[src/rtl/ishp_pkg.sv]
package ishp_pkg;
   // user-side command carrier
   typedef struct packed {
      logic       is_read;
      logic [6:0] dev_addr;
      logic [7:0] reg_addr;
      logic [7:0] wdata;
   } ishp_cmd_t;
   typedef struct packed {
      logic       nack;
      logic [7:0] rdata;
   } ishp_rsp_t;
   localparam int unsigned CLK_FREQ_HZ      = 125000000;
   localparam int unsigned SCL_FREQ_HZ      = 400000;
   localparam int unsigned QUARTER_CYCLES   = CLK_FREQ_HZ / (SCL_FREQ_HZ * 4);
   localparam int unsigned HS_SCL_FREQ_HZ   = 3400000;
   localparam int unsigned HS_QUARTER_CYCLES = CLK_FREQ_HZ / (HS_SCL_FREQ_HZ * 4);
   localparam logic [7:0]  MASTER_CODE      = 8'h08;
   localparam logic        DIR_WRITE        = 1'b0;
   localparam logic        DIR_READ         = 1'b1;
endpackage

[src/rtl/ishp_host.sv]
`timescale 1ns/1ps
// Notes on behaviour
// (RL1) data changes only while clock low
// (RL2) start/stop are data edges, clock high
// (RL3) master issues start/stop; Sr equals S
// (RL4) bytes msb first, then acknowledge bit
// (RL5) receiver holds ack low; transmitter releases
// (RL6) master nacks last read byte
// (RL7) first byte: address plus direction bit
// (RL8) device latches address pins at reset
// (RL9) mode low: fixed prefix plus three pins
// (RL10) mode high: six pins, top bit zero
// (RL11) write: address, register, data bytes
// (RL12) read preceded by register-only write frame
// (RL13) reads repeat same register, no increment
// (RL14) high speed after S, 00001xxx, nack
// (RL15) Sr then address; stop ends high speed
// (RL16) device starts in fast mode
// (RL17) forced high speed needs no master code
// (RL18) without master code stays fast mode
// (RL19) device acts only as slave
// (RL20) device filters clock and data spikes; model filters only start/stop edges on data
// (RL21) data only pulled low or released
// (RL22) device ignores bus after address mismatch
module ishp_host (
   // clock and reset
   input  wire logic                 clk_sys,
   input  wire logic                 reset_n,
   // user command port
   input  wire ishp_pkg::ishp_cmd_t  cmd,
   input  wire logic                 cmd_valid,
   input  wire logic                 cmd_last,
   input  wire logic                 use_hs,
   output logic                      cmd_ready,
   output ishp_pkg::ishp_rsp_t       rsp,
   output logic                      rsp_valid,
   output logic                      hs_active,
   // bus pins, enables active low
   input  wire logic                 scl_i,
   output logic                      scl_o,
   output logic                      scl_oe_n,
   input  wire logic                 sda_i,
   output logic                      sda_o,
   output logic                      sda_oe_n
);
   typedef enum logic [3:0] {
      ST_IDLE  = 4'b0000,
      ST_START = 4'b0001,
      ST_BIT   = 4'b0010,
      ST_ACK   = 4'b0011,
      ST_NEXT  = 4'b0100,
      ST_STOP  = 4'b0101,
      ST_RSTRT = 4'b0110,
      ST_WAIT  = 4'b0111
   } ishp_state_t;
   typedef enum logic [2:0] {
      PH_MC  = 3'b000,
      PH_AW  = 3'b001,
      PH_REG = 3'b010,
      PH_DAT = 3'b011,
      PH_AR  = 3'b100,
      PH_RD  = 3'b101
   } ishp_phase_t;
   // ==========================================================
   // quarter-bit enable from divider
   logic [7:0]  div_r;
   logic        hs_r;
   wire  [7:0]  div_max = hs_r ? 8'(ishp_pkg::HS_QUARTER_CYCLES - 1) : 8'(ishp_pkg::QUARTER_CYCLES - 1);
   wire         tick    = (div_r == div_max);
   always_ff @(posedge clk_sys or negedge reset_n) begin
      if (!reset_n) div_r <= 8'h00;
      else div_r <= tick ? 8'h00 : div_r + 8'h01;
   end
   // ==========================================================
   // pin synchronisers
   logic [1:0] sda_s_r;
   logic [1:0] scl_s_r;
   always_ff @(posedge clk_sys or negedge reset_n) begin
      if (!reset_n) begin
         sda_s_r <= 2'b11;
         scl_s_r <= 2'b11;
      end else begin
         sda_s_r <= {sda_s_r[0], sda_i};
         scl_s_r <= {scl_s_r[0], scl_i};
      end
   end
   wire sda_in = sda_s_r[1];
   wire scl_in = scl_s_r[1];
   // ==========================================================
   // byte engine
   ishp_state_t st_r;
   ishp_phase_t ph_r;
   logic [1:0]  q_r;
   logic [2:0]  bit_r;
   logic [7:0]  sh_r;
   logic        scl_r;
   logic        sda_r;
   logic        ack_r;
   logic        last_r;
   ishp_pkg::ishp_cmd_t c_r;
   wire         rx_phase = (ph_r == PH_RD);
   // clock stretching by the slave holds the quarter counter
   wire         stretch  = scl_r && !scl_in;
   wire         step     = tick && !stretch;
   wire         hs_rd    = (ph_r == PH_MC);
   always_ff @(posedge clk_sys or negedge reset_n) begin
      if (!reset_n) begin
         st_r <= ST_IDLE; ph_r <= PH_AW; q_r <= 2'd0; bit_r <= 3'd7; sh_r <= 8'h00;
         scl_r <= 1'b1; sda_r <= 1'b1; ack_r <= 1'b0; last_r <= 1'b0; c_r <= '0;
         hs_r <= 1'b0; cmd_ready <= 1'b0; rsp <= '0; rsp_valid <= 1'b0;
      end else begin
         rsp_valid <= 1'b0;
         cmd_ready <= 1'b0;
         if (st_r == ST_IDLE) begin
            scl_r <= 1'b1;
            sda_r <= 1'b1;
            if (cmd_valid && !cmd_ready) begin
               c_r <= cmd; last_r <= cmd_last; cmd_ready <= 1'b1;
               ph_r <= use_hs ? PH_MC : PH_AW; // see (RL14)
               st_r <= ST_START; q_r <= 2'd0;
            end
         end else if (step) begin
            q_r <= q_r + 2'd1;
            unique case (st_r)
               ST_START, ST_RSTRT: begin   // see (RL2) (RL3)
                  unique case (q_r)
                     2'd0: begin sda_r <= 1'b1; end
                     2'd1: begin scl_r <= 1'b1; end
                     2'd2: begin sda_r <= 1'b0; end
                     default: begin
                        scl_r <= 1'b0; st_r <= ST_BIT; bit_r <= 3'd7;
                        unique case (ph_r)
                           PH_MC:  sh_r <= ishp_pkg::MASTER_CODE;
                           PH_AR:  sh_r <= {c_r.dev_addr, ishp_pkg::DIR_READ};   // see (RL7)
                           default: sh_r <= {c_r.dev_addr, ishp_pkg::DIR_WRITE};
                        endcase
                     end
                  endcase
               end
               ST_BIT, ST_ACK: begin
                  unique case (q_r)
                     2'd0: begin  // data moves only with clock low, see (RL1)
                        if (st_r == ST_BIT) sda_r <= rx_phase ? 1'b1 : sh_r[7]; // see (RL4)
                        else sda_r <= rx_phase ? last_r : 1'b1;                   // see (RL5) (RL6)
                     end
                     2'd1: scl_r <= 1'b1;
                     2'd2: begin
                        if (st_r == ST_BIT) sh_r <= {sh_r[6:0], sda_in};
                        else ack_r <= sda_in;
                     end
                     default: begin
                        scl_r <= 1'b0;
                        if (st_r == ST_ACK) st_r <= ST_NEXT;
                        else if (bit_r == 3'd0) st_r <= ST_ACK;
                        else bit_r <= bit_r - 3'd1;
                     end
                  endcase
               end
               ST_NEXT: begin
                  q_r <= 2'd0; bit_r <= 3'd7;
                  if (hs_rd) begin  // master code nack expected, see (RL14) (RL15)
                     hs_r <= 1'b1; ph_r <= PH_AW; st_r <= ST_RSTRT;
                  end else if (ack_r && !rx_phase) begin
                     rsp <= '{nack: 1'b1, rdata: 8'h00}; rsp_valid <= 1'b1; st_r <= ST_STOP;
                  end else begin
                     unique case (ph_r)
                        PH_AW:  begin ph_r <= PH_REG; sh_r <= c_r.reg_addr; st_r <= ST_BIT; end
                        PH_REG: begin  // read: register-only frame then Sr, see (RL12) (RL11)
                           if (c_r.is_read) begin ph_r <= PH_AR; st_r <= ST_RSTRT; end
                           else begin ph_r <= PH_DAT; sh_r <= c_r.wdata; st_r <= ST_BIT; end
                        end
                        PH_AR:  begin ph_r <= PH_RD; st_r <= ST_BIT; end
                        default: begin
                           if (rx_phase) rsp <= '{nack: 1'b0, rdata: sh_r};
                           else rsp <= '{nack: 1'b0, rdata: 8'h00};
                           rsp_valid <= 1'b1;
                           // one response per byte; the next byte is awaited in its own state
                           if (last_r) st_r <= ST_STOP;
                           else st_r <= ST_WAIT;
                        end
                     endcase
                  end
               end
               ST_WAIT: begin  // same register repeats, see (RL13)
                  q_r <= 2'd0;
                  if (cmd_valid) begin
                     c_r.wdata <= cmd.wdata;
                     last_r    <= cmd_last;
                     cmd_ready <= 1'b1;
                     sh_r      <= cmd.wdata;
                     st_r      <= ST_BIT;
                  end
               end
               ST_STOP: begin  // see (RL2) (RL15)
                  unique case (q_r)
                     2'd0: sda_r <= 1'b0;
                     2'd1: scl_r <= 1'b1;
                     2'd2: sda_r <= 1'b1;
                     default: begin st_r <= ST_IDLE; hs_r <= 1'b0; end
                  endcase
               end
               default: st_r <= ST_IDLE;
            endcase
         end
      end
   end
   // ==========================================================
   // open-drain pins: only pull low, see (RL21)
   always_ff @(posedge clk_sys or negedge reset_n) begin
      if (!reset_n) begin
         scl_o <= 1'b0; scl_oe_n <= 1'b1; sda_o <= 1'b0; sda_oe_n <= 1'b1; hs_active <= 1'b0;
      end else begin
         scl_o <= 1'b0; scl_oe_n <= scl_r;
         sda_o <= 1'b0; sda_oe_n <= sda_r;
         hs_active <= hs_r;
      end
   end
endmodule

[config.mk]
export PLATFORM = sky130hd
export DESIGN_NAME = ishp_host
export DESIGN_NICKNAME = d
export VERILOG_FILES = /design/src/rtl/ishp_pkg.sv /design/src/rtl/ishp_host.sv
export SDC_FILE = /design/constraint.sdc
export NUM_CORES = 1
export LEC_CHECK = 0
export BUFFER_PORTS_ARGS = -buffer_cell sky130_fd_sc_hd__buf_2
export CAP_MARGIN = 20
export CORE_ASPECT_RATIO = 1.1
export CORE_UTILIZATION = 58
export CTS_CLUSTER_DIAMETER = 50
export DETAILED_ROUTE_END_ITERATION = 10
export PLACE_DENSITY = 0.8
export RECOVER_POWER = 50
export SETUP_SLACK_MARGIN = 0.2
export SYNTH_ARGS = -nofsm -noshare
export SYNTH_HDL_FRONTEND = slang
export SYNTH_SLANG_ARGS = --single-unit
[constraint.sdc]
create_clock -name clk_sys -period 3.4 [get_ports clk_sys]
set_input_delay 0.68 -clock clk_sys [delete_from_list [all_inputs] [get_ports clk_sys]]
set_output_delay 0.68 -clock clk_sys [all_outputs]
set_load 0.03 [all_outputs]
After elaboration in Yosys (flattened, before gate mapping):

Cells that the tools add are included.
Widths: inputs -> output; s select.

* input bits: 31
* word-level logic and storage cells: 197
* bits in registers: 75
* output and inout port bits: 16

* equality and inequality tests: 40
* reduce and logical (&&, ||, !) cells: 42
* multiplexer cells: 85
* bitwise logic cells: 3
* $add $sub $neg: 3

Operator list (count)
* $mux 8: 13
* $mux 3: 14
* $mux 4: 9
* $pmux 8 s2: 2
* $pmux 8 s4: 1
* $mux 1: 28
* $reduce_and 5->1: 5
* $ne 3x3->1 const B: 8
* $ne 2x2->1 const B: 11
* $pmux 4 s5: 1
* $mux 9: 2
* $pmux 3 s3: 2
* $eq 4x3->1 const B: 4
* $reduce_and 7->1: 2
* $ne 4x4->1 const B: 3
* $reduce_and 11->1: 1
* $mux 2: 5
* $pmux 1 s2: 5
* $reduce_bool 2->1: 5
* $reduce_or 2->1: 5
* $add 8x1->8 const B: 1
* $eq 4x2->1 const B: 2
* $eq 8x7->1: 1
* $reduce_and 4->1: 2
* other kinds (25): 41

Longest topological paths before layout:

Gate-level depths: netlist of run 1.

* depth after elaboration: 8
* gate-level depth with buffers: 7

Worst setup path after synthesis of run 1:

Ideal clock, no wire load.

* path type: register -> register
* from: register div_r[5]
* to: register sh_r[1]
* arrival: 2.336 ns
* required time: 3.275 ns
* stages on the path, launching flop included: 5
* slack: 0.939 ns
* cells stage by stage: dfrtp_1 or4b_1 a2111o_1 nor4_4 mux2_2

* cells in the longest elaborated chain, start to end: 3

Ends and longest elaborated chain
* from (decl): line ishp_host.sv:66 `logic [7:0] div_r;`
* from (signal assigned): line ishp_host.sv:72 `else div_r <= tick ? 8'h00 : div_r + 8'h01;`
* $eq 8x7->1: line ishp_host.sv:69 `wire tick = (div_r == div_max);`
* $logic_and 1x1->1: line ishp_host.sv:104 `wire step = tick && !stretch;`
* $reduce_and 11->1 (no source line)
* to (signal assigned): line ishp_host.sv:133 `PH_MC: sh_r <= ishp_pkg::MASTER_CODE;`
* to (signal assigned): line ishp_host.sv:134 `PH_AR: sh_r <= {c_r.dev_addr, ishp_pkg::DIR_READ};`
* to (signal assigned): line ishp_host.sv:135 `default: sh_r <= {c_r.dev_addr, ishp_pkg::DIR_WRITE};`
* to (decl): line ishp_host.sv:95 `logic [7:0] sh_r;`

Every way passes these cells.
A chain may end at the register's enable or synchronous reset.

Final worst setup path of run 1:

* from: register div_r[5]
* to: register sh_r[4]

The elaborated chain is that of the path after synthesis.

==> results of run 1 <==
-- flip-flops by register name, indices dropped and copies added (netlist names), 2 cells and up --
| register | flops |
|---|---|
| div_r | 8 |
| sh_r | 8 |
| scl_s_r | 2 |
| st_r | 3 |
| rsp | 9 |
| sda_s_r | 2 |
| bit_r | 3 |
| c_r | 24 |
| ph_r | 3 |
| q_r | 2 |
-- logic make-up (layout without fill, tap and decap cells) --
logic type | after synthesis | after routing | share of synthesized area [%]
xor gates and xnor gates | 6 | 6 | 1.37
buffers and inverters | 31 | 80 | 3.24
DFF | 74 | 74 | 48.8
and+or+nand+nor | 115 | 115 | 15.4
AOI/OAI and AO/OA | 81 | 81 | 15.6
other | 1 | 2 | 0.0980
muxes | 46 | 46 | 13.2
adders and majority gates | 7 | 7 | 2.29
-- synth_stat cells (3+ instances only) --
library cell	number
o21ai_0	14
dfstp_2	12
clkbuf_1	12
dfrtp_1	62
a21oi_1	11
nor2_1	28
mux2_2	35
o31ai_1	3
a221o_1	6
or3_1	4
mux2i_1	9
nand2_1	30
nor3b_1	3
nor4_1	3
a22o_1	7
nor3_1	6
nand2b_1	5
ha_1	7
a2bb2oi_1	4
inv_1	9
xor2_1	3
buf_1	6
nand3_1	14
nor2b_1	8
a211oi_1	5
xnor2_1	3
o22ai_1	7
-- cell type report --
| type | count | area, um2 |
|---|---|---|
| Fill cell | 457 | 1940 |
| Sequential cell | 74 | 1870 |
| Multi-Input combinational cell | 257 | 1840 |
| Timing Repair Buffer | 53 | 285 |
| Clock buffer | 10 | 128 |
| Tap cell | 80 | 100 |
| Clock inverter | 6 | 65.1 |
| Inverter | 11 | 41.3 |
-- critical path, stage by stage, from the launching register on --
cell and delay (ns):
dfrtp_1 0.42, or4b_1 0.60, a2111o_1 0.59, nor4_4 0.59
mux2_2 0.40
-- metal layers --
| metal | GRT usage, % | vias to the layer above |
|---|---|---|
| met1 | 33.7 | 1465 |
| li1 | - | 1415 |
| met2 | 42.7 | 113 |
| met5 | 0 | - |
| met3 | 5.76 | 26 |
| met4 | 13.2 | 0 |
-- layout by cell type, fill, tap and decap left out, types with 3 or more instances in the layout --
cell       synthesis  routed
nor3_1             6       6
nor4_1             3       3
xnor2_1            3       3
dfrtp_1           62      62
o31ai_1            3       3
a211oi_1           5       5
nor2b_1            8       8
nor2_1            28      28
xor2_1             3       3
buf_2              0      44
o21ai_0           14      14
or3_1              4       4
nand2b_1           5       5
inv_1              9       9
a21oi_1           11      11
nand2_1           30      30
a221o_1            6       6
mux2i_1            9       9
o22ai_1            7       7
a22o_1             7       7
clkbuf_8           0       9
dfstp_2           12      10
mux2_2            35      35
ha_1               7       7
nand3_1           14      14
a2bb2oi_1          4       4
buf_4              2       8
nor3b_1            3       3
-- power groups by stage --
stage / Sequential (W) / Combinational (W) / Clock [W]
finish: 0.000889 / 0.0000469 / 0.000681
global route: 0.000889 / 0.0000537 / 0.000734
CTS: 0.000888 / 0.0000505 / 0.000690
detailed placement: 0.000905 / 0.0000504 / 0
global placement: 0.000905 / 0.0000497 / 0
floorplan: 0.000904 / 0.0000125 / 0
-- through the flow --
| stage | total power [W] | area, um2 | instances | util [%] | hold WS [ns] |
|---|---|---|---|---|---|
| after CTS | 0.00163 | 4340 | 491 | 69.2 | 0.359 |
| after global routing | 0.00168 | 4330 | 491 | 69.0 | 0.365 |
| after global placement | 0.000955 | 4150 | 475 | 66.2 | 0.347 |
| after detailed placement | 0.000956 | 4150 | 475 | 66.2 | 0.347 |
| final | 0.00162 | 4330 | 491 | 69.0 | 0.359 |
| after floorplan | 0.000916 | 3830 | 362 | - | 0.345 |
-- worst max path at each step --
stage,to,cells past startpoint,slack [ns],start
6_report,sh_r[4],4,0.68,div_r[5]
3_5_place_dp,sh_r[7],4,0.69,div_r[5]
5_1_grt,last_r,5,0.61,div_r[5]
2_1_floorplan,sh_r[1],4,0.94,div_r[5]
4_1_cts,sh_r[7],4,0.68,div_r[5]
3_3_place_gp,sh_r[7],4,0.76,div_r[5]
==> impl_metrics.json, run 1 <==
{
  "status": "complete, but fails checks",
  "violations": "max-capacitance violations, max-slew violations",
  "start_util_pct": 61.0,
  "r2r_start": "div_r[5]",
  "critical_path_class": "flip-flop to flip-flop",
  "final_layout_size_suffix_gt1_share_pct": 29.2,
  "synth_area_um2": 3830,
  "power.internal_w": 0.00124,
  "fin_skew_ns": 0.00821,
  "rr_endpoint": "sh_r[4]",
  "wl_per_cell_um": 17.0,
  "dr_wl_met2_mm": 4.11,
  "yosysTopAreaCell": "dfrtp_1",
  "finalSetupTns_ns": 0,
  "diodes": 0,
  "routed_wl_mm": 8.37,
  "holdPathStages": 0,
  "rows": 30,
  "grt.total_usage_pct": 26.5,
  "p_leak_nw": 1.98,
  "setup_viol": 0,
  "ys_seq_area_share_pct": 48.8,
  "switching_share_pct": 23.1,
  "holdPathEnd": "sda_s_r[1]",
  "clock-sinks": 74,
  "synth.area.top_cells": "dfrtp_1 (41%), mux2_2 (10%), dfstp_2 (8.2%)",
  "reg2reg_depth": 4,
  "wl_met3_um": 450,
  "post_cts_buffers": 0,
  "hp-class": "flip-flop to flip-flop",
  "cts_tree": "yes",
  "fmax_ghz": 0.368,
  "ys_types": 60,
  "portBuffers": 44,
  "path_clk_slew_ns": 0.08,
  "place_ws_ns": 0.692,
  "viasPerCell": 6.15,
  "slew_viol_final": 75,
  "dp_hpwl_mm": 5.86,
  "vias": 3019,
  "synth_edf_count": 0,
  "grt_pass1_wl_mm": 14.0,
  "antenna_found_initial": 0,
  "cp.required_ns": 3.63,
  "drcViolationCount": 0,
  "synth_flop_cell": "dfrtp_1",
  "start_kind": "flip-flop",
  "min_period_ns": 2.72,
  "cts_buffer_depth": 2,
  "maxCapViolCount": 1,
  "insertion_delay_ns": 0.35,
  "power.share.combinational_pct": 2.9,
  "routed.top_layer": "met4",
  "holdBufCountCts": 0,
  "final_antenna_net_count": 0,
  "syn_inst": 361,
  "wl_met1_mm": 3.60,
  "cts-resized-gates": 0,
  "rsz0062_at_grt": "no",
  "fp.dieW_um": 79.4,
  "reg2reg_slack_ns": 0.68,
  "synth_top_area_share_pct": 40.5,
  "core-area_um2": 6270,
  "slew_headroom_pct": -19.1,
  "ys_ff_latch": 74,
  "die_area_um2": 6930,
  "power_frac_seq_pct": 55.0,
  "gp_congestion": 0.919,
  "powerDensity_nw_per_um2": 374,
  "hp-start": "sda_s_r[0]",
  "fin_crit_sh_pct": 80.0,
  "nets": 444,
  "fin_ws_ns": 0.679,
  "postSynth.asyncResetShare_pct": 100,
  "ir_drop_v": 0.000300,
  "first_pass_iters": 5,
  "numCtsBuffers": 9,
  "first_global_vias": 2967,
  "crit_arrival_ns": 2.95,
  "clock_power_share_pct": 42.1,
  "end_kind": "flip-flop",
  "ios": 47,
  "cp_max_fo": 8,
  "cts_root_buf": "clkbuf_8",
  "drtIter0Drc": 316,
  "grt_overflow": 0,
  "cts.htree.levels": 3,
  "die_y_um": 87.2,
  "hold_violations": 0,
  "p_switching_w": 0.000373,
  "area_growth_pct": 13.0,
  "grt_start_max_net_pins": 75,
  "tightestPinTransition_ns": 1.79,
  "avgSynthCellArea_um2": 10.6,
  "synth_warnings": 0
}
Note: power is estimated with default switching activity, not from simulation.
==> run 2: changes to the inputs <==
==> constraint.sdc (replaced) <==
create_clock -name clk_sys -period 2.8 [get_ports clk_sys]
set_input_delay 0.56 -clock clk_sys [delete_from_list [all_inputs] [get_ports clk_sys]]
set_output_delay 0.56 -clock clk_sys [all_outputs]
set_load 0.03 [all_outputs]
==> run 2 against run 1 <==
  * The flow now finishes without violations
  * Sequential cell count stayed put
  * Setup slack worse by 0.37 ns
  * Sequential share of layout area is 0.84 points lower
  * Utilization is 1.4 points higher
  * Critical endpoint unchanged
  * Largest cell class unchanged
  * Highest routed layer unchanged
==> impl_metrics.json, run 2 (synthesized netlist as in run 1, its figures left out) <==
{
  "status": "finished clean",
  "stdcell_count": 500,
  "hp-class": "input port to flip-flop",
  "reg2reg_depth": 5,
  "dp_hpwl_mm": 6.10,
  "grt.total_usage_pct": 26.1,
  "reg_top3": "c_r x24, rsp x9",
  "nFillCells": 472,
  "cts.htree.levels": 3,
  "final_layout_size_suffix_gt1_share_pct": 31.2,
  "largest-register": "c_r",
  "slew_headroom_pct": 10.9,
  "cp.required_ns": 3.04,
  "fin_crit_sh_pct": 89.1,
  "grt_start_max_net_pins": 37,
  "rsz0062_at_grt": "no",
  "nets": 453,
  "start_util_pct": 61.0,
  "core-area_um2": 6270,
  "diodes": 0,
  "viasPerCell": 6.09,
  "first_pass_iters": 5,
  "p_leak_nw": 2.03,
  "start_kind": "flip-flop",
  "startpoint": "div_r[2]",
  "grt_pass1_wl_mm": 13.6,
  "dp.cells": 483,
  "hold_slack_ns": 0.306,
  "ir_drop_v": 0.000303,
  "first_global_vias": 2850,
  "multi_input_area_um2": 1850,
  "fin_skew_ns": 0.0135,
  "mostFrequentLayoutCells": "dfrtp_1 (62), buf_2 (43), mux2_2 (35)",
  "fp.dieW_um": 79.4,
  "numCtsBuffers": 9,
  "r2r_start": "div_r[2]",
  "fmax_ghz": 0.401,
  "path_clk_slew_ns": 0.08,
  "rows": 30,
  "cts_root_buf": "clkbuf_8",
  "gp_congestion": 0.897,
  "drtIter0Drc": 200,
  "tightestPinTransition_ns": 1.34,
  "min_period_ns": 2.49,
  "grt_overflow": 0,
  "slew_viol_final": 0,
  "die_area_um2": 6930,
  "ios": 47,
  "cts_buffer_depth": 2,
  "insertion_delay_ns": 0.36,
  "final_antenna_net_count": 0,
  "maxCapViolCount": 0,
  "clock-sinks": 74,
  "critical_path_class": "flip-flop to flip-flop",
  "rr_endpoint": "sh_r[4]",
  "layout_commonest_cell": "dfrtp_1",
  "powerDensity_nw_per_um2": 454,
  "crit_arrival_ns": 2.73,
  "antenna_found_initial": 0,
  "cp-endpoint": "sh_r[4]",
  "hold_violations": 0,
  "power_w": 0.00200,
  "wl_per_cell_um": 16.7,
  "drcViolationCount": 0,
  "ff_latch_area_um2": 1870,
  "area_growth_pct": 15.3,
  "vias": 3046,
  "largest_reg_flops": 24,
  "routed_wl_mm": 8.34,
  "die_y_um": 87.2,
  "reg2reg_slack_ns": 0.31,
  "finalSetupTns_ns": 0,
  "cp_max_fo": 8,
  "portBuffers": 44,
  "end_kind": "flip-flop",
  "cts_tree": "yes",
  "setup_viol": 0
}
==> run 2: timing repair <==
item,in CTS,in global routing
buffers inserted,0,1
resized for setup,0,3
setup endpoints to repair,0,10
hold buffers,0,0
==> run 2: cell type report <==
type | count | share of cell area [%]
sequential | 74 | 42.3
multi-input combinational | 257 | 41.9
timing repair buffer | 62 | 7.88
clock buffer | 9 | 2.81
tap | 80 | 2.27
clock inverter | 7 | 1.87
inverter | 11 | 0.936
==> run 2: worst min path at each step <==
stage | start | to | slack, ns | depth (start not counted)
after floorplan | reset_n | ack_r | 0.26 | 0
after global placement | sda_s_r[0] | sda_s_r[1] | 0.35 | 0
after detailed placement | scl_s_r[0] | scl_s_r[1] | 0.35 | 0
after CTS | reset_n | st_r[0] | 0.21 | 1
after global routing | sda_i | sda_s_r[0] | 0.28 | 1
final | sda_i | sda_s_r[0] | 0.31 | 1
==> run 2: worst max-delay path, stage by stage (launching register included) <==
cell      delay [ns]
dfrtp_1         0.43
or4b_4          0.57
a2111o_2        0.55
nor4_4          0.27
buf_4           0.20
mux2_2          0.35
==> run 2: through the flow <==
| stage | utilization (%) | worst slack (ns) | area [um2] |
|---|---|---|---|
| after floorplan | - | 0.339 | 3830 |
| after global placement | 67.1 | 0.285 | 4210 |
| after detailed placement | 67.1 | 0.251 | 4210 |
| after CTS | 70.4 | 0.233 | 4410 |
| after global routing | 70.4 | 0.234 | 4410 |
| final | 70.4 | 0.306 | 4410 |
==> run 2: power breakdown <==
| group | total (W) | switching [W] | leakage (nW) | internal, W |
|---|---|---|---|---|
| Combinational | 0.0000577 | 0.0000371 | 0.959 | 0.0000205 |
| Clock | 0.000868 | 0.000441 | 0.0988 | 0.000427 |
| Sequential | 0.00108 | 0.00000407 | 0.967 | 0.00107 |
==> run 2: routing by layer <==
metal  track usage, %  up-vias  part of all wire (%)
li1                 -     1436                     -
met1             33.6     1479                    43
met2             43.1      115                    50
met3             5.97       16                   4.6
met4             9.26        0                   1.6
met5                0        -                     0
==> run 3: changes to the inputs <==
--- a/config.mk
+++ b/config.mk
@@ -11,7 +11,7 @@
 export CORE_UTILIZATION = 58
 export CTS_CLUSTER_DIAMETER = 50
 export DETAILED_ROUTE_END_ITERATION = 10
-export PLACE_DENSITY = 0.8
+export PLACE_DENSITY_LB_ADDON = 0.12
 export RECOVER_POWER = 50
 export SETUP_SLACK_MARGIN = 0.2
 export SYNTH_ARGS = -nofsm -noshare
==> run 3 against run 2 <==
  * The flow now finishes with violations (max-capacitance violations, max-slew violations)
  * Final area decreased by 0.65%
  * Clock power increased by 4.6%
  * Count of clock-buffer cells in the layout grew 1
  * Sequential cell count unchanged
  * Setup slack worse by 0.022 ns
==> impl_metrics.json, run 3 (synthesized netlist as in run 1, its figures left out) <==
{
  "status": "complete, but fails checks",
  "violations": "max-capacitance violations, max-slew violations",
  "holdPathStages": 1,
  "dp_hpwl_mm": 5.94,
  "end_kind": "flip-flop",
  "final_antenna_net_count": 0,
  "mostFrequentLayoutCells": "dfrtp_1 (62), buf_2 (43), mux2_2 (35)",
  "fin_ws_ns": 0.284,
  "gp_congestion": 0.873,
  "ios": 47,
  "crit_arrival_ns": 2.75,
  "hold_slack_ns": 0.303,
  "reg_top3": "c_r x24, rsp x9",
  "ir_drop_v": 0.000314,
  "layout_commonest_cell": "dfrtp_1",
  "cp.required_ns": 3.04,
  "holdPathEnd": "scl_s_r[0]",
  "hold_violations": 0,
  "place_ws_ns": 0.245,
  "p_leak_nw": 2.01,
  "start_kind": "flip-flop",
  "wl_per_cell_um": 16.7,
  "cp_max_fo": 8,
  "grt_overflow": 0,
  "final_layout_size_suffix_gt1_share_pct": 30.2,
  "core-area_um2": 6270,
  "area_growth_pct": 14.6,
  "grt_start_max_net_pins": 75,
  "min_period_ns": 2.52,
  "rows": 30,
  "hp-class": "input port to flip-flop",
  "cts_tree": "yes",
  "numCtsBuffers": 9,
  "diodes": 0,
  "largest_reg_flops": 24,
  "fmax_ghz": 0.397,
  "post_cts_buffers": 0,
  "fp.dieW_um": 79.4,
  "clock-sinks": 74,
  "drcViolationCount": 0,
  "fin_crit_sh_pct": 89.9,
  "antenna_found_initial": 0,
  "fin_skew_ns": 0.00767,
  "multi_input_area_um2": 1840,
  "die_y_um": 87.2,
  "maxCapViolCount": 1,
  "vias": 2923,
  "first_pass_iters": 4,
  "first_global_vias": 2795,
  "finalSetupTns_ns": 0,
  "cts_root_buf": "clkbuf_8",
  "rsz0062_at_grt": "no",
  "cts_buffer_depth": 2,
  "grt.total_usage_pct": 25.8,
  "setup_viol": 0,
  "routed_wl_mm": 8.23,
  "slew_viol_final": 75,
  "path_clk_slew_ns": 0.07,
  "tightestPinTransition_ns": 1.76,
  "die_area_um2": 6930,
  "insertion_delay_ns": 0.36,
  "reg2reg_depth": 5,
  "nets": 447,
  "drtIter0Drc": 178,
  "start_util_pct": 61.0,
  "cts.htree.levels": 3,
  "critical_path_class": "flip-flop to flip-flop",
  "nFillCells": 490,
  "r2r_start": "div_r[2]",
  "grt_pass1_wl_mm": 13.5,
  "reg2reg_slack_ns": 0.28,
  "powerDensity_nw_per_um2": 467,
  "ff_latch_area_um2": 1870,
  "portBuffers": 44,
  "viasPerCell": 5.92,
  "slew_headroom_pct": -17.3,
  "rr_endpoint": "sh_r[2]",
  "largest-register": "c_r",
  "hp-start": "scl_i"
}
## run 3: worst max-delay path by stage
| stage | start | endpoint | slack [ns] |
|---|---|---|---|
| after floorplan | div_r[5] | sh_r[1] | 0.34 |
| after global placement | div_r[5] | sh_r[4] | 0.28 |
| after detailed placement | div_r[5] | sh_r[7] | 0.25 |
| after CTS | div_r[5] | sh_r[2] | 0.22 |
| after global routing | div_r[2] | sh_r[4] | 0.22 |
| final | div_r[2] | sh_r[2] | 0.28 |
## run 3: cell type report
type | instances | area share [%]
Clock buffer | 10 | 2.91
Clock inverter | 6 | 2.06
Inverter | 11 | 0.942
Multi-Input combinational cell | 257 | 42.0
Sequential cell | 74 | 42.6
Tap cell | 80 | 2.28
Timing Repair Buffer | 56 | 7.17
## run 3: routing by layer
| layer | vias to the layer above | part of all wire [%] | global-route usage, % |
|---|---|---|---|
| met3 | 14 | 4.5 | 4.71 |
| met4 | 0 | 1.5 | 9.92 |
| met2 | 89 | 47 | 40.9 |
| met5 | - | 0 | 0 |
| li1 | 1415 | - | - |
| met1 | 1405 | 47 | 35.2 |
## run 3: power breakdown
part	internal (W)	total (W)	switching, W
logic	0.0000199	0.0000573	0.0000374
clock network	0.000505	0.000908	0.000404
registers	0.00108	0.00108	0.00000424
## run 3: critical path, cell delays in order, from the launching register on
cell	delay (ns)
dfrtp_1	0.42
or4b_4	0.58
a2111o_1	0.54
nor4_4	0.34
buf_6	0.18
mux2_2	0.34
## run 3: repair_timing
| item | in CTS | in global routing |
|---|---|---|
| hold buffers | 0 | 0 |
| gates resized for setup | 0 | 2 |
| setup endpoints to repair | 0 | 9 |
## run 3: metrics by stage
| stage | area (um2) | power (W) | instances | utilization, % |
|---|---|---|---|---|
| 2_1_floorplan | 3830 | 0.00111 | 362 | - |
| 3_3_place_gp | 4160 | 0.00116 | 478 | 66.4 |
| 3_5_place_dp | 4160 | 0.00116 | 478 | 66.4 |
| 4_1_cts | 4380 | 0.00206 | 494 | 69.8 |
| 5_1_grt | 4380 | 0.00211 | 494 | 69.9 |
| 6_report | 4380 | 0.00205 | 494 | 69.9 |
